$ cat config.mk
export PLATFORM = sky130hd
export DESIGN_NAME = sfod_decoder
export DESIGN_NICKNAME = d
export VERILOG_FILES = /design/src/sfod_pkg.sv /design/src/sfod_decoder.sv
export SDC_FILE = /design/constraint.sdc
export NUM_CORES = 1
export LEC_CHECK = 0
export ABC_AREA = 1
export ABC_CLOCK_PERIOD_IN_PS = 1900
export BUFFER_PORTS_ARGS = -buffer_cell sky130_fd_sc_hd__buf_2
export CAP_MARGIN = 40
export CORE_MARGIN = 10
export CORE_UTILIZATION = 51
export DETAILED_ROUTE_END_ITERATION = 8
export PLACE_DENSITY = 0.76
export SLEW_MARGIN = 20
export SYNTH_ARGS = -nofsm -noshare
export SYNTH_HDL_FRONTEND = slang
export SYNTH_SLANG_ARGS = --single-unit
export TNS_END_PERCENT = 50
$ cat constraint.sdc
create_clock -name clk_in -period 1.9 [get_ports clk_in]
set_input_delay 0.19 -clock clk_in [delete_from_list [all_inputs] [get_ports clk_in]]
set_output_delay 0.19 -clock clk_in [all_outputs]
set_load 0.01 [all_outputs]
$ cat src/sfod_pkg.sv
// Package: opcode codes, protocol enums, framing descriptor and timing constants
package sfod_pkg;

  typedef enum logic [1:0] {
    SFOD_PROTO_SINGLE,
    SFOD_PROTO_DUAL,
    SFOD_PROTO_QUAD
  } sfod_proto_e;

  typedef struct packed {
    logic       valid;      // Opcode recognised in the active protocol
    logic [2:0] cmd_lanes;
    logic [2:0] addr_lanes;
    logic [2:0] data_lanes;
    logic [2:0] addr_bytes;
    logic [4:0] dummy;
    logic [8:0] data_min;
    logic [8:0] data_max;   // Zero means unlimited
    logic       dev_drives; // Data phase driven by the device
    logic       dtr;
  } sfod_frame_s;

  localparam logic [2:0] SFOD_L0 = 3'h0;
  localparam logic [2:0] SFOD_L1 = 3'h1;
  localparam logic [2:0] SFOD_L2 = 3'h2;
  localparam logic [2:0] SFOD_L4 = 3'h4;
  localparam logic [2:0] SFOD_ADDR3 = 3'h3;
  localparam logic [4:0] SFOD_DUMMY_6 = 5'h06;
  localparam logic [4:0] SFOD_DUMMY_8 = 5'h08;
  localparam logic [4:0] SFOD_DUMMY_10 = 5'h0a;
  localparam logic [8:0] SFOD_LEN_UNLIM = 9'h000;
  localparam logic [8:0] SFOD_LEN_1 = 9'h001;
  localparam logic [8:0] SFOD_LEN_2 = 9'h002;
  localparam logic [8:0] SFOD_LEN_20 = 9'h014;
  localparam logic [8:0] SFOD_LEN_256 = 9'h100;
  localparam logic [2:0] SFOD_BITS_PER_BYTE = 3'h7; // Last bit index

  localparam logic [7:0] SFOD_OP_RDID_MIO = 8'haf;
  localparam logic [7:0] SFOD_OP_RDSFDP = 8'h5a;
  localparam logic [7:0] SFOD_OP_FR_DO = 8'h3b;
  localparam logic [7:0] SFOD_OP_FR_DIO = 8'hbb;
  localparam logic [7:0] SFOD_OP_FR_QO = 8'h6b;
  localparam logic [7:0] SFOD_OP_FR_QIO = 8'heb;
  localparam logic [7:0] SFOD_OP_DTR_DO = 8'h3d;
  localparam logic [7:0] SFOD_OP_DTR_QO = 8'h6d;
  localparam logic [7:0] SFOD_OP_DTR_QIO = 8'hed;
  localparam logic [7:0] SFOD_OP_RD_FLAG = 8'h70;
  localparam logic [7:0] SFOD_OP_RD_VCFG = 8'h85;
  localparam logic [7:0] SFOD_OP_RD_EVCFG = 8'h65;
  localparam logic [7:0] SFOD_OP_RD_GPR = 8'h96;
  localparam logic [7:0] SFOD_OP_WR_NVCFG = 8'hb1;
  localparam logic [7:0] SFOD_OP_WR_EVCFG = 8'h61;
  localparam logic [7:0] SFOD_OP_CLR_FLAG = 8'h50;
  localparam logic [7:0] SFOD_OP_PP_DI = 8'ha2;
  localparam logic [7:0] SFOD_OP_PP_DIX = 8'hd2;
  localparam logic [7:0] SFOD_OP_PP_QI = 8'h32;
  localparam logic [7:0] SFOD_OP_PP_QIX = 8'h38;

endpackage : sfod_pkg

$ cat src/sfod_decoder.sv
// Serial flash opcode decoder: samples the link, shifts the opcode, emits framing
// Notes on behaviour
// Multi-lane ID read: protocol lanes, 1-20 bytes
// Discovery read: 3 address bytes, 8 dummy
// Dual output read: 1-1-2/2-2-2, 8 dummy
// Dual I/O read: 1-2-2/2-2-2, 8 dummy
// Quad output read: 1-1-4 8, 4-4-4 10
// Quad I/O read: 1-4-4/4-4-4, 10 dummy
// DTR dual output read: 6 dummy, 3 address
// DTR quad output: 6 single, 8 quad
// DTR quad I/O read: 8 dummy in single and quad
// Flag read: no address, unlimited bytes
// Volatile config read: no address, no dummy
// Enhanced volatile config read: no address, no dummy
// General purpose read: 8 dummy, no address
// Nonvolatile config write: exactly two bytes
// Enhanced volatile config write: one byte
// Flag clear: command byte only
// Dual input program: 1-1-2, 1-256 bytes
// Extended dual program: 1-2-2 lanes
// Quad program: 1-1-4 or 4-4-4
// Extended quad program: 1-4-4, up to 256
// Command lanes follow the active protocol
// Fast read dummy counts come from nonzero configuration settings
// Select low frames; unknown opcode ignored
// Shift most significant bit first
`timescale 1ns/1ps
module sfod_decoder
  import sfod_pkg::*;
(
  input  wire logic        clk_in,
  input  wire logic        arst_n_in,
  input  wire logic        link_clk_in,
  input  wire logic        sel_n_in,
  input  wire logic [3:0]  data_lane_in,
  input  wire sfod_proto_e proto_in,
  input  wire logic [4:0]  dummy_cfg_in,   // Configured dummy cycles, zero keeps default
  output logic             frame_valid_out,
  output logic [7:0]       opcode_out,
  output sfod_frame_s      frame_out,
  output logic             busy_out
);

  logic       rst_meta_reg;
  logic       rst_n_reg;
  logic [1:0] clk_sync_reg;
  logic [1:0] sel_sync_reg;
  logic [3:0] lane_sync0_reg;
  logic [3:0] lane_sync1_reg;
  logic       clk_prev_reg;
  logic       sel_prev_n_reg;
  logic [7:0] shift_reg;
  logic [2:0] bit_cnt_reg;
  logic       op_done_reg;
  logic       frame_valid_reg;
  logic [7:0] opcode_reg;
  sfod_frame_s frame_reg;
  logic       busy_reg;
  logic       rise;
  logic       in_frame;
  logic [2:0] cmd_w;
  logic [7:0] shift_next;
  logic [2:0] bits_next;
  sfod_frame_s decoded;

  always_ff @(posedge clk_in or negedge arst_n_in) begin
    if (!arst_n_in) begin
      rst_meta_reg <= 1'b0;
      rst_n_reg    <= 1'b0;
    end else begin
      rst_meta_reg <= 1'b1;
      rst_n_reg    <= rst_meta_reg;
    end
  end

  // Two-stage synchronisers for link pins
  always_ff @(posedge clk_in or negedge rst_n_reg) begin
    if (!rst_n_reg) begin
      clk_sync_reg   <= 2'h0;
      sel_sync_reg   <= 2'h3;
      lane_sync0_reg <= 4'h0;
      lane_sync1_reg <= 4'h0;
      clk_prev_reg   <= 1'b0;
      sel_prev_n_reg <= 1'b1;
    end else begin
      clk_sync_reg   <= {clk_sync_reg[0], link_clk_in};
      sel_sync_reg   <= {sel_sync_reg[0], sel_n_in};
      lane_sync0_reg <= data_lane_in;
      lane_sync1_reg <= lane_sync0_reg;
      clk_prev_reg   <= clk_sync_reg[1];
      sel_prev_n_reg <= sel_sync_reg[1];
    end
  end

  assign rise     = clk_sync_reg[1] && !clk_prev_reg;
  assign in_frame = !sel_sync_reg[1];

  function automatic logic [2:0] sfod_proto_lanes(input sfod_proto_e p);
    case (p)
      SFOD_PROTO_DUAL: sfod_proto_lanes = SFOD_L2;
      SFOD_PROTO_QUAD: sfod_proto_lanes = SFOD_L4;
      default:         sfod_proto_lanes = SFOD_L1;
    endcase
  endfunction : sfod_proto_lanes

  assign cmd_w = sfod_proto_lanes(proto_in);

  // Opcode bits enter at the bottom, earliest bit ends at the top
  always_comb begin
    case (cmd_w)
      SFOD_L2: begin
        shift_next = {shift_reg[5:0], lane_sync1_reg[1:0]};
        bits_next  = bit_cnt_reg + 3'h2;
      end
      SFOD_L4: begin
        shift_next = {shift_reg[3:0], lane_sync1_reg};
        bits_next  = bit_cnt_reg + 3'h4;
      end
      default: begin
        shift_next = {shift_reg[6:0], lane_sync1_reg[0]};
        bits_next  = bit_cnt_reg + 3'h1;
      end
    endcase
  end

  function automatic sfod_frame_s sfod_mk(input logic [2:0] c, input logic [2:0] a,
      input logic [2:0] d, input logic [2:0] ab, input logic [4:0] dm,
      input logic [8:0] mn, input logic [8:0] mx, input logic dev, input logic dtr);
    sfod_frame_s f;
    f.valid = 1'b1;
    f.cmd_lanes = c;
    f.addr_lanes = a;
    f.data_lanes = d;
    f.addr_bytes = ab;
    f.dummy = dm;
    f.data_min = mn;
    f.data_max = mx;
    f.dev_drives = dev;
    f.dtr = dtr;
    sfod_mk = f;
  endfunction : sfod_mk

  // Framing table for each opcode in the active protocol
  function automatic sfod_frame_s sfod_decode(input logic [7:0] op, input sfod_proto_e p,
      input logic [4:0] cfg);
    sfod_frame_s f;
    logic [2:0] w;
    logic       q;
    logic       s;
    w = sfod_proto_lanes(p);
    q = (p == SFOD_PROTO_QUAD);
    s = (p == SFOD_PROTO_SINGLE);
    f = '0;
    case (op)
      SFOD_OP_RDID_MIO: f = sfod_mk(w, SFOD_L0, w, SFOD_L0, 5'h00, SFOD_LEN_1, SFOD_LEN_20,
          1'b1, 1'b0);
      SFOD_OP_RDSFDP: f = sfod_mk(w, w, w, SFOD_ADDR3, SFOD_DUMMY_8, SFOD_LEN_1,
          SFOD_LEN_UNLIM, 1'b1, 1'b0);
      SFOD_OP_FR_DO: if (!q) f = sfod_mk(w, w, SFOD_L2, SFOD_ADDR3, SFOD_DUMMY_8,
          SFOD_LEN_1, SFOD_LEN_UNLIM, 1'b1, 1'b0);
      SFOD_OP_FR_DIO: if (!q) f = sfod_mk(w, SFOD_L2, SFOD_L2, SFOD_ADDR3, SFOD_DUMMY_8,
          SFOD_LEN_1, SFOD_LEN_UNLIM, 1'b1, 1'b0);
      SFOD_OP_FR_QO: if (s || q) f = sfod_mk(w, w, SFOD_L4, SFOD_ADDR3,
          q ? SFOD_DUMMY_10 : SFOD_DUMMY_8, SFOD_LEN_1, SFOD_LEN_UNLIM, 1'b1, 1'b0);
      SFOD_OP_FR_QIO: if (s || q) f = sfod_mk(w, SFOD_L4, SFOD_L4, SFOD_ADDR3, SFOD_DUMMY_10,
          SFOD_LEN_1, SFOD_LEN_UNLIM, 1'b1, 1'b0);
      SFOD_OP_DTR_DO: if (!q) f = sfod_mk(w, w, SFOD_L2, SFOD_ADDR3, SFOD_DUMMY_6,
          SFOD_LEN_1, SFOD_LEN_UNLIM, 1'b1, 1'b1);
      SFOD_OP_DTR_QO: if (s || q) f = sfod_mk(w, w, SFOD_L4, SFOD_ADDR3,
          q ? SFOD_DUMMY_8 : SFOD_DUMMY_6, SFOD_LEN_1, SFOD_LEN_UNLIM, 1'b1, 1'b1);
      SFOD_OP_DTR_QIO: if (s || q) f = sfod_mk(w, SFOD_L4, SFOD_L4, SFOD_ADDR3, SFOD_DUMMY_8,
          SFOD_LEN_1, SFOD_LEN_UNLIM, 1'b1, 1'b1);
      SFOD_OP_RD_FLAG: f = sfod_mk(w, SFOD_L0, w, SFOD_L0, 5'h00, SFOD_LEN_1,
          SFOD_LEN_UNLIM, 1'b1, 1'b0);
      SFOD_OP_RD_VCFG: f = sfod_mk(w, SFOD_L0, w, SFOD_L0, 5'h00, SFOD_LEN_1,
          SFOD_LEN_UNLIM, 1'b1, 1'b0);
      SFOD_OP_RD_EVCFG: f = sfod_mk(w, SFOD_L0, w, SFOD_L0, 5'h00, SFOD_LEN_1,
          SFOD_LEN_UNLIM, 1'b1, 1'b0);
      SFOD_OP_RD_GPR: f = sfod_mk(w, SFOD_L0, w, SFOD_L0, SFOD_DUMMY_8, SFOD_LEN_1,
          SFOD_LEN_UNLIM, 1'b1, 1'b0);
      SFOD_OP_WR_NVCFG: f = sfod_mk(w, SFOD_L0, w, SFOD_L0, 5'h00, SFOD_LEN_2, SFOD_LEN_2,
          1'b0, 1'b0);
      SFOD_OP_WR_EVCFG: f = sfod_mk(w, SFOD_L0, w, SFOD_L0, 5'h00, SFOD_LEN_1, SFOD_LEN_1,
          1'b0, 1'b0);
      SFOD_OP_CLR_FLAG: f = sfod_mk(w, SFOD_L0, SFOD_L0, SFOD_L0, 5'h00, 9'h000, 9'h000,
          1'b0, 1'b0);
      SFOD_OP_PP_DI: if (!q) f = sfod_mk(w, w, SFOD_L2, SFOD_ADDR3, 5'h00, SFOD_LEN_1,
          SFOD_LEN_256, 1'b0, 1'b0);
      SFOD_OP_PP_DIX: if (!q) f = sfod_mk(w, SFOD_L2, SFOD_L2, SFOD_ADDR3, 5'h00, SFOD_LEN_1,
          SFOD_LEN_256, 1'b0, 1'b0);
      SFOD_OP_PP_QI: if (s || q) f = sfod_mk(w, w, SFOD_L4, SFOD_ADDR3, 5'h00, SFOD_LEN_1,
          SFOD_LEN_256, 1'b0, 1'b0);
      SFOD_OP_PP_QIX: if (s || q) f = sfod_mk(w, SFOD_L4, SFOD_L4, SFOD_ADDR3, 5'h00,
          SFOD_LEN_1, SFOD_LEN_256, 1'b0, 1'b0);
      default: f = '0;
    endcase
    // Configured count replaces the factory default on dummy-bearing fast reads
    if (f.valid && f.addr_bytes != SFOD_L0 && f.dummy != 5'h00 && cfg != 5'h00
        && op != SFOD_OP_RDSFDP) begin
      f.dummy = cfg;
    end
    sfod_decode = f;
  endfunction : sfod_decode

  assign decoded = sfod_decode(shift_next, proto_in, dummy_cfg_in);

  // Opcode shifting within one select-low frame
  always_ff @(posedge clk_in or negedge rst_n_reg) begin
    if (!rst_n_reg) begin
      shift_reg   <= 8'h00;
      bit_cnt_reg <= 3'h0;
      op_done_reg <= 1'b0;
    end else if (!in_frame) begin
      bit_cnt_reg <= 3'h0;
      op_done_reg <= 1'b0;
    end else if (rise && !op_done_reg) begin
      shift_reg   <= shift_next;
      bit_cnt_reg <= bits_next;
      if ((bits_next == 3'h0) || (bit_cnt_reg == SFOD_BITS_PER_BYTE)) begin
        op_done_reg <= 1'b1;
      end
    end
  end

  // Decoded framing outputs, held until select rises
  always_ff @(posedge clk_in or negedge rst_n_reg) begin
    if (!rst_n_reg) begin
      frame_valid_reg <= 1'b0;
      opcode_reg      <= 8'h00;
      frame_reg       <= '0;
      busy_reg        <= 1'b0;
    end else begin
      frame_valid_reg <= 1'b0;
      busy_reg        <= in_frame && (op_done_reg || rise || bit_cnt_reg != 3'h0);
      if (!in_frame) begin
        frame_reg <= '0;
      end else if (rise && !op_done_reg &&
                   ((bits_next == 3'h0) || (bit_cnt_reg == SFOD_BITS_PER_BYTE))) begin
        opcode_reg      <= shift_next;
        frame_reg       <= decoded;
        frame_valid_reg <= decoded.valid;
      end
    end
  end

  assign frame_valid_out = frame_valid_reg;
  assign opcode_out      = opcode_reg;
  assign frame_out       = frame_reg;
  assign busy_out        = busy_reg;

  AST_CLR_FLAG_BARE: assert property (@(posedge clk_in) disable iff (!rst_n_reg)
    frame_valid_reg && opcode_reg == SFOD_OP_CLR_FLAG |->
      frame_reg.addr_bytes == 3'h0 && frame_reg.data_max == 9'h000 && frame_reg.dummy == 5'h00)
    else $error("Flag clear framing not bare");

  AST_SFDP_DUMMY: assert property (@(posedge clk_in) disable iff (!rst_n_reg)
    frame_valid_reg && opcode_reg == SFOD_OP_RDSFDP |->
      frame_reg.dummy == SFOD_DUMMY_8 && frame_reg.addr_bytes == SFOD_ADDR3)
    else $error("Discovery read framing wrong");

  AST_DUAL_NOT_QUAD: assert property (@(posedge clk_in) disable iff (!rst_n_reg)
    frame_valid_reg |-> !(frame_reg.cmd_lanes == SFOD_L4 &&
      (opcode_reg == SFOD_OP_FR_DO || opcode_reg == SFOD_OP_FR_DIO)))
    else $error("Dual read accepted in quad protocol");

  AST_QUAD_NOT_DUAL: assert property (@(posedge clk_in) disable iff (!rst_n_reg)
    frame_valid_reg && frame_reg.cmd_lanes == SFOD_L2 |->
      opcode_reg != SFOD_OP_FR_QIO && opcode_reg != SFOD_OP_PP_QI)
    else $error("Quad opcode accepted in dual protocol");

  AST_NVCFG_LEN: assert property (@(posedge clk_in) disable iff (!rst_n_reg)
    frame_valid_reg && opcode_reg == SFOD_OP_WR_NVCFG |->
      frame_reg.data_min == SFOD_LEN_2 && frame_reg.data_max == SFOD_LEN_2)
    else $error("Nonvolatile write length wrong");

  AST_ID_LEN: assert property (@(posedge clk_in) disable iff (!rst_n_reg)
    frame_valid_reg && opcode_reg == SFOD_OP_RDID_MIO |->
      frame_reg.data_max == SFOD_LEN_20 && frame_reg.data_lanes == frame_reg.cmd_lanes)
    else $error("ID read framing wrong");

  AST_FRAME_CLEARS: assert property (@(posedge clk_in) disable iff (!rst_n_reg)
    sel_sync_reg[1] && !sel_prev_n_reg |=> !frame_reg.valid ##1 !frame_reg.valid)
    else $error("Framing survives select release");

  AST_VALID_PULSE: assert property (@(posedge clk_in) disable iff (!rst_n_reg)
    frame_valid_reg |=> !frame_valid_reg)
    else $error("Frame valid not one cycle");

  AST_CMD_LANES: assert property (@(posedge clk_in) disable iff (!rst_n_reg)
    frame_valid_reg |-> frame_reg.cmd_lanes != SFOD_L0)
    else $error("Command lane count zero");

endmodule : sfod_decoder

==> flow_summary.json, run 1 <==
{
  "status": "complete, but fails checks",
  "violations": "negative setup slack",
  "clk_latency_ns": 0.35,
  "synth_cells": 462,
  "drt-met1-wl_um": 4737,
  "dp_hpwl_um": 8252,
  "drc": 0,
  "hold_violations": 0,
  "overflow": 0,
  "cts_tree": "built",
  "required_ns": 2.14,
  "place.gp.congestion": 0.9479,
  "dieHeight_um": 104.8,
  "cts_buffer_depth": 2,
  "relSlewSlack_pct": 63.68,
  "initial_core_util_pct": 53.13,
  "root_buffer": "clkbuf_8",
  "clock-sinks": 59,
  "track_usage_pct": 19.23,
  "largest_reg_flops": 23,
  "area_growth_pct": 43.33,
  "worst_pin_slew_ns": 0.5448,
  "rsz0062_at_grt": "yes",
  "fill_cells": 527,
  "core_area_um2": 6907,
  "die_width_um": 104.8,
  "maxSlewViolCount": 0,
  "antenna_found_initial": 0,
  "synthesis.area_um2": 3670,
  "ff_latch_area_um2": 1481,
  "fmax_mhz": 493.1,
  "cp.arrival_ns": 2.27,
  "antenna_cells": 0,
  "drt_pass1_iterations": 5,
  "die_area_um2": 10990,
  "vias": 3640,
  "clock_skew_ns": 0.01071,
  "r2r_slack_ns": -0.13,
  "row_count": 30,
  "pwr_density_cell_nw_per_um2": 763.0,
  "p_leak_nw": 2.883,
  "wl_met2_um": 5679,
  "h-tree-depth": 3,
  "finalPower_mw": 4.014,
  "crit_type": "reg2reg",
  "io_pins": 63,
  "max_cap_violations": 0,
  "routed_wl_um": 11490,
  "vias_per_cell": 5.178,
  "port_buffers": 50,
  "grt_max_degree": 24,
  "drt-initial-drc-count": 205,
  "numCtsBuffers": 9,
  "place_ws_ns": -0.5257,
  "ys_ff_latch": 59,
  "min_path_type": "in2reg",
  "period_minus_slack_ns": 2.028,
  "drtAntennaViolNets": 0,
  "ys_types": 36,
  "setup_ws_ns": -0.1279,
  "routed.top_layer": "met4",
  "ir_drop_v": 0.0006750,
  "finalSetupViolations": 24,
  "met3_wirelength_um": 759,
  "grt_pass1_vias": 3557,
  "ys_warn_count": 0,
  "wl_per_cell_um": 16.34,
  "nNetsFinal": 626,
  "cts.reportedPaths.clkPinSlew_ns": 0.07,
  "drive_above_1_share_pct": 48.43,
  "crit_fanout": 5,
  "worst_setup_path_end_kind": "flip-flop",
  "timing.final.crit_share_pct": 106.7,
  "syn_area_per_cell_um2": 7.943,
  "multiInputGateArea_um2": 2191,
  "ys_seq_area_share_pct": 40.30,
  "cp-start-kind": "flip-flop",
  "grt_pass1_wl_um": 17600
}
layer usage:
metal  vias to the layer above  global-route usage (%)
met4                         0                   6.863
li1                       1738                       -
met5                         -                       0
met1                      1719                   24.05
met2                       151                   31.49
met3                        32                   4.668
per-stage QoR:
step | setup TNS (ns) | hold WS, ns | instance area, um^2 | utilization, % | cells
2_1_floorplan | -0.009373 | -0.1056 | 3807 | - | 473
3_3_place_gp | -14.05 | -0.02470 | 4506 | 65.24 | 663
3_5_place_dp | -13.82 | -0.01870 | 4506 | 65.24 | 663
4_1_cts | -0.6408 | 0.09268 | 4996 | 72.34 | 693
5_1_grt | -5.618 | 0.1127 | 5260 | 76.16 | 703
6_report | -1.920 | 0.1010 | 5260 | 76.16 | 703
placed cells by master (no fill, tap or decap), types with 3 or more instances in the layout:
cell,Yosys,final
nand3_4,1,4
dlygate4sd3_1,0,7
clkbuf_8,0,10
inv_2,8,7
nor2_4,4,10
a21oi_2,1,3
nor2_1,26,19
nand2_1,152,121
o21ai_0,16,15
nand3_2,6,7
nor2_2,4,6
nand3_1,29,25
o21ai_2,17,18
a21oi_1,8,6
ha_1,9,4
nand4_1,8,8
ha_2,0,3
buf_6,8,4
bufinv_16,0,3
conb_1,2,13
nand2_2,27,44
buf_4,16,82
nand2_4,6,19
nor3_2,3,4
o22ai_1,3,3
dfrtp_1,57,55
buf_2,2,48
inv_1,31,28
timing repair:
item / 4_1_cts / 5_1_grt
endpoints found under the setup margin: 32 / 32
pin swaps: 16 / 23
buffers inserted: 7 / 8
hold buffers: 7 / 0
gates resized for setup: 31 / 46
hold endpoints to repair: 8 / 0
cloned: 0 / 2
area by class of cell:
cell class                 count  area share [%]
clock buffer                  11           2.688
clock inverter                 5           1.903
inverter                      40           3.616
multi-input combinational    348           41.65
sequential                    59           28.16
tap                           96           2.284
timing repair buffer         144           19.70
synthesized netlist by cell type:
cell        n  share of area [%]
nand2_1   152                 16
dfrtp_1    57                 39
inv_1      31                3.2
nand3_1    29                4.0
nand2_2    27                4.6
nor2_1     26                2.7
o21ai_2    17                4.1
buf_4      16                3.3
o21ai_0    16                2.2
ha_1        9                3.1
a21oi_1     8                1.1
buf_6       8                2.5
inv_2       8               0.82
nand4_1     8                1.4
nand2_4     6                1.8
nand3_2     6                1.6
nor2_2      4               0.68
nor2_4      4                1.2
nor3_1      3               0.41
nor3_2      3               0.82
o22ai_1     3               0.51
buf_2       2               0.27
conb_1      2               0.20
dfstp_2     2                1.4
nor2_8      2                1.1
nor4_1      2               0.34
o21ai_1     2               0.27
a21oi_2     1               0.24
a22o_1      1               0.24
a31oi_1     1               0.17
a32oi_1     1               0.24
a41oi_1     1               0.24
clkbuf_1    1               0.10
inv_6       1               0.24
nand3_4     1               0.48
o211ai_1    1               0.20
cell families (layout without fill, tap and decap cells):
| kind of cell | count (synthesis) | count (layout) | share of synthesized area [%] |
|---|---|---|---|
| AO/OA/AOI/OAI | 52 | 52 | 9.445 |
| other | 2 | 13 | 0.2046 |
| AND/OR/NAND/NOR | 273 | 274 | 36.65 |
| flip-flops | 59 | 59 | 40.30 |
| buffers and inverters | 67 | 200 | 10.33 |
| adder cells (fa/ha/maj) | 9 | 9 | 3.069 |
worst max-delay path, cell delays in order, from the launching register on:
cell,delay (ns)
dfrtp_2,0.46
nand2_1,0.11
nand3_1,0.09
nand2_2,0.11
nand2_2,0.10
nor2_2,0.19
nand2_1,0.13
nand2_2,0.12
nand2_1,0.08
nand2_2,0.08
nor2_2,0.05
nand2_4,0.10
nand4_1,0.13
nand3_1,0.12
nand2_1,0.05
where the power goes:
group | internal, mW | switching [mW]
clock network | 0.903 | 0.536
registers | 1.39 | 0.0931
logic | 0.449 | 0.646
total | 2.74 | 1.28
path summary, 6_finish.rpt:
kind	start	end	cells past startpoint
worst min register to register	rst_n_reg$_DFF_PN0_	shift_reg[2]$_DFFE_PN0P_	0
max in group asynchronous	rst_n_reg$_DFF_PN0_	sel_sync_reg[1]$_DFF_PN1_	1
min in group asynchronous	arst_n_in	rst_meta_reg$_DFF_PN0_	2
worst max register to register	shift_reg[0]$_DFFE_PN0P_	frame_out[21]$_DFFE_PN0P_	14
worst max-delay path	shift_reg[0]$_DFFE_PN0P_	frame_out[21]$_DFFE_PN0P_	14
worst min-delay path	dummy_cfg_in[0]	frame_out[20]$_DFFE_PN0P_	3
Note: power is estimated with default switching activity, not from simulation.
==> inputs of run 2 (changes only) <==
- CORE_UTILIZATION: 51 -> 45
- PLACE_DENSITY: 0.76 -> 0.69
- RECOVER_POWER: unset -> 25
==> flow_summary.json, run 2 (synthesized netlist as in run 1, its figures left out) <==
{
  "port_buffers": 50,
  "dieHeight_um": 110.3,
  "initial_core_util_pct": 46.76,
  "dp_cells": 667,
  "min_path_type": "in2reg",
  "io_pins": 63,
  "stdcell_count": 712,
  "fill_cells": 678,
  "wl_per_cell_um": 14.48,
  "drt-initial-drc-count": 217,
  "nNetsFinal": 629,
  "antenna_found_initial": 0,
  "cts_tree": "built",
  "root_buffer": "clkbuf_8",
  "ir_drop_v": 0.0005514,
  "holdWs_ns": 0.09928,
  "mostFrequentLayoutCells": "nand2_1, buf_4, dfrtp_1",
  "dp_hpwl_um": 7774,
  "cp-start-kind": "flip-flop",
  "violations": "negative setup slack",
  "cpMaxStageDelayCell": "dfrtp_2",
  "pwr_density_cell_nw_per_um2": 711.4,
  "p_leak_nw": 2.906,
  "worst_setup_path_end_kind": "flip-flop",
  "maxSlewViolCount": 0,
  "setup_tns_ns": -3.366,
  "grt_pass1_vias": 3468,
  "drc": 0,
  "crit_fanout": 7,
  "grt_max_degree": 24,
  "antenna_cells": 0,
  "crit_type": "reg2reg",
  "max_cap_violations": 0,
  "cts_buffer_depth": 2,
  "clk_latency_ns": 0.35,
  "routed_wl_um": 10310,
  "drtAntennaViolNets": 0,
  "area_growth_pct": 42.35,
  "vias": 3487,
  "cp.arrival_ns": 2.31,
  "fmax_mhz": 480.4,
  "path_cells": "nand2_2 -> buf_6 -> nand2_4 -> nand2_4 -> nand2_4 -> nand2_4 -> nor2_4 -> nand2_2 -> nand2_2 -> buf_6 -> nor3_4 -> nand3_2 -> nand2_4 -> clkbuf_16 -> o21ai_2",
  "required_ns": 2.13,
  "hold_violations": 0,
  "period_minus_slack_ns": 2.082,
  "largest_reg_flops": 23,
  "die_width_um": 110.3,
  "rsz0062_at_grt": "yes",
  "relSlewSlack_pct": 48.43,
  "setup_ws_ns": -0.1816,
  "drt_pass1_iterations": 6,
  "status": "complete, but fails checks",
  "grt_pass1_wl_um": 16410,
  "timing.final.crit_share_pct": 109.6,
  "finalSetupViolations": 29,
  "cts.reportedPaths.clkPinSlew_ns": 0.07,
  "track_usage_pct": 16.93,
  "worst_pin_slew_ns": 0.7736,
  "core_area_um2": 7848,
  "post-route-util_pct": 66.57,
  "numCtsBuffers": 9,
  "place_ws_ns": -0.5180,
  "final_common_cell": "nand2_1",
  "vias_per_cell": 4.897,
  "drive_above_1_share_pct": 47.70,
  "clock-sinks": 59,
  "die_area_um2": 12170,
  "row_count": 32,
  "overflow": 0,
  "place.gp.congestion": 0.9843,
  "clock_skew_ns": 0.01787,
  "h-tree-depth": 3,
  "crit_top_cell": "nand2_4",
  "cp_slowest_stage_delay_ns": 0.46
}
## run 2: worst max-delay path: cells and delay by family, from the launching register on
kind / cells / cell delay (ns)
simple gates: 11 / 1.07
flops: 1 / 0.46
buf+inv: 3 / 0.38
compound gates: 1 / 0.04
## run 2: worst paths after layout
path	from	to	slack, ns	depth (start not counted)
hold / removal	dummy_cfg_in[0]	frame_out[20]$_DFFE_PN0P_	0.1	3
setup / recovery	shift_reg[0]$_DFFE_PN0P_	frame_out[3]$_DFFE_PN0P_	-0.18	15
max in group asynchronous	rst_n_reg$_DFF_PN0_	sel_sync_reg[0]$_DFF_PN1_	0.76	1
hold reg to reg	rst_n_reg$_DFF_PN0_	frame_out[0]$_DFFE_PN0P_	0.31	0
min in group asynchronous	arst_n_in	rst_meta_reg$_DFF_PN0_	0.17	2
setup reg to reg	shift_reg[0]$_DFFE_PN0P_	frame_out[3]$_DFFE_PN0P_	-0.18	15
## run 2: what timing repair did
action	4_1_cts	5_1_grt
buffers inserted	15	6
cloned	0	1
hold buffers	7	0
pin swaps	15	15
resized for setup	45	20
endpoints found under the hold margin	8	0
endpoints found under the setup margin	32	32
## run 2: stage by stage
step / power [mW] / area [um^2]
after detailed placement: 2.462 / 4498
after global placement: 2.441 / 4498
after floorplan: 2.105 / 3807
final: 3.716 / 5224
after global routing: 3.905 / 5224
after CTS: 3.678 / 5071
## run 2: metal layers
metal	GRT usage [%]	wire (um)	vias to the layer above
met1	21.08	4312	1623
met3	3.308	740	15
met2	28.87	5087	103
met5	0	0	-
met4	5.229	168	0
li1	-	-	1746
## run 2: where the power goes
group	leakage [nW]	switching [mW]	internal, mW
Sequential	0.765	0.0915	1.39
Combinational	2.05	0.640	0.491
Clock	0.0958	0.512	0.596
## run 2: cell type report
class	count	area [um^2]	area share, %
tap	102	127.6	2.443
multi-input combinational	347	2143	41.03
timing repair buffer	148	1102	21.10
clock inverter	6	57.56	1.102
sequential	59	1480	28.34
clock buffer	10	127.6	2.443
inverter	40	185.2	3.545
==> inputs of run 3 (changes only) <==
- ABC_CLOCK_PERIOD_IN_PS: 1900 -> 2300
- CTS_CLUSTER_DIAMETER: unset -> 60
- PLACE_DENSITY: 0.69 -> 0.66
- clock period: 1.9 -> 2.3 ns (I/O delays scaled with it)
==> flow_summary.json, run 3 (synthesized netlist as in run 1, its figures left out) <==
{
  "routed_wl_um": 10230,
  "place.gp.congestion": 0.9772,
  "max_cap_violations": 0,
  "clk_latency_ns": 0.34,
  "antenna_found_initial": 0,
  "post-route-util_pct": 61.96,
  "worst_setup_path_end_kind": "flip-flop",
  "min_path_type": "in2reg",
  "crit_fanout": 9,
  "stdcell_count": 698,
  "required_ns": 2.58,
  "worst_pin_slew_ns": 1.183,
  "area_growth_pct": 32.49,
  "dp_hpwl_um": 8209,
  "crit_type": "in2reg",
  "min-delay-start": "dummy_cfg_in[0]",
  "worstRegToRegCells": 10,
  "power_frac_clock_pct": 38.2,
  "crit-reg2reg-launch": "bit_cnt_reg[0]$_DFFE_PN0P_",
  "cp_slowest_stage_delay_ns": 0.34,
  "drt-initial-drc-count": 169,
  "initial_core_util_pct": 46.76,
  "io_pins": 63,
  "numCtsBuffers": 9,
  "grt_pass1_vias": 3360,
  "clock-sinks": 59,
  "rsz0062_at_grt": "yes",
  "vias_per_cell": 4.921,
  "grt_max_degree": 31,
  "r2r-end": "opcode_out[1]$_DFFE_PN0P_",
  "root_buffer": "clkbuf_8",
  "r2r_slack_ns": 0.22,
  "vias": 3435,
  "drtAntennaViolNets": 0,
  "die_area_um2": 12170,
  "path_cells": "buf_2 -> inv_1 -> ha_2 -> nand2_1 -> nand2_1 -> nand2_1 -> nand2_2 -> buf_4 -> nand2_1 -> nor2_1 -> nand2_1 -> nand2_1 -> nand2_1 -> nand2_1 -> nor2_2 -> nand2_4 -> nand3_4 -> nand2_1 -> nand3_1 -> nand2_1",
  "cts_tree": "built",
  "wl_per_cell_um": 14.65,
  "timing.final.crit_share_pct": 90.61,
  "port_buffers": 50,
  "finalSetupViolations": 0,
  "ir_drop_v": 0.0003723,
  "antenna_cells": 0,
  "overflow": 0,
  "power.share.sequential_pct": 37.3,
  "largest_reg_flops": 23,
  "core_area_um2": 7848,
  "final_area_um2": 4862,
  "nNetsFinal": 615,
  "cp.arrival_ns": 2.37,
  "p_leak_nw": 2.724,
  "dieHeight_um": 110.3,
  "track_usage_pct": 17.39,
  "period_minus_slack_ns": 2.084,
  "die_width_um": 110.3,
  "final_common_cell": "nand2_1",
  "cp-start-kind": "input pin",
  "h-tree-depth": 3,
  "mostFrequentLayoutCells": "nand2_1, buf_4, dfrtp_1",
  "switching_power_mw": 0.9825,
  "drive_above_1_share_pct": 38.42,
  "fmax_mhz": 479.9,
  "cts.reportedPaths.clkPinSlew_ns": 0.07,
  "combPwrFrac_pct": 24.5,
  "row_count": 32,
  "fill_cells": 709,
  "crit_top_cell": "nand2_1",
  "dp_cells": 675,
  "relSlewSlack_pct": 21.10,
  "whs_path_depth": 3,
  "drc": 0,
  "dpl_cell_area_um2": 4507,
  "clock_skew_ns": 0.007575,
  "swShare_pct": 30.06,
  "power.internal_mw": 2.285,
  "cts_buffer_depth": 2,
  "grt_pass1_wl_um": 16680,
  "hold_violations": 0,
  "status": "completed",
  "holdPathEnd": "frame_out[20]$_DFFE_PN0P_",
  "maxSlewViolCount": 0,
  "drt_pass1_iterations": 7,
  "cpMaxStageDelayCell": "ha_2",
  "pwr_density_cell_nw_per_um2": 672.1
}
## run 3: cell types whose count changed in the layout (fill, tap and decap cells not counted), moves of 3 or more
| cell | previous run | this run |
|---|---|---|
| nand2_4 | 22 | 7 |
| nor2_1 | 21 | 24 |
| nand2_2 | 39 | 26 |
| clkinv_2 | 4 | 1 |
| nor3_1 | 0 | 3 |
| nand3_2 | 10 | 6 |
| buf_4 | 83 | 72 |
| nand3_1 | 24 | 29 |
| clkbuf_8 | 9 | 12 |
| buf_6 | 4 | 0 |
| nand2_1 | 124 | 152 |
## run 3: layer usage
| layer | GRT usage, % | part of all wire, % | vias up | wire, um |
|---|---|---|---|---|
| met5 | 0 | 0 | - | 0 |
| met4 | 5.321 | 2.0 | 0 | 207 |
| met3 | 4.469 | 7.4 | 17 | 756 |
| met2 | 27.57 | 46 | 114 | 4674 |
| met1 | 22.76 | 45 | 1595 | 4586 |
| li1 | - | - | 1709 | - |
## run 3: timing repair
action,CTS,global route
resized for setup,0,8
setup buffers,0,0
setup endpoints to repair,0,23
hold buffers,7,0
endpoints found under the hold margin,8,0
## run 3: layout make-up
| cell class | instances | area, um^2 | area share, % |
|---|---|---|---|
| timing repair buffer | 134 | 959.7 | 19.74 |
| clock buffer | 12 | 165.2 | 3.397 |
| multi-input combinational | 347 | 1881 | 38.68 |
| tap | 102 | 127.6 | 2.625 |
| inverter | 40 | 155.1 | 3.191 |
| sequential | 59 | 1479 | 30.42 |
| clock inverter | 4 | 95.09 | 1.956 |
## run 3: metrics by stage
stage               worst slack (ns)  TNS (ns)  hold WS [ns]  total power [mW]
CTS                          0.04239         0        0.1263             3.283
floorplan                     0.2419         0      -0.06559             1.705
global placement             -0.2985    -5.411       0.01572             2.003
finish                        0.2161         0        0.1363             3.268
global route                -0.01722  -0.01722        0.1512             3.439
detailed placement           -0.3129    -5.843       0.01940             2.020
## run 3: worst max-delay path by stage
stage | startpoint | endpoint | depth (start not counted)
2_1_floorplan | proto_in[0] | frame_out[1]$_DFFE_PN0P_ | 18
3_3_place_gp | proto_in[0] | frame_valid_out$_DFF_PN0_ | 17
3_5_place_dp | proto_in[0] | frame_out[29]$_DFFE_PN0P_ | 16
5_1_grt | proto_in[1] | frame_out[21]$_DFFE_PN0P_ | 19
4_1_cts | proto_in[1] | frame_out[29]$_DFFE_PN0P_ | 16
6_report | proto_in[1] | frame_out[22]$_DFFE_PN0P_ | 20
## run 3: power by group through the flow
stage / combinational, mW / clock, mW / sequential (mW)
final: 0.801 / 1.25 / 1.22
after global routing: 0.883 / 1.32 / 1.24
after CTS: 0.794 / 1.27 / 1.22
after detailed placement: 0.781 / 0 / 1.24
after global placement: 0.768 / 0 / 1.24
after floorplan: 0.444 / 0 / 1.26
## run 3: worst max-delay path, delay by kind of cell
kind | cells | cell delay (ns)
adders and majority gates | 1 | 0.34
buffers and inverters | 3 | 0.37
and+or+nand+nor | 16 | 1.41
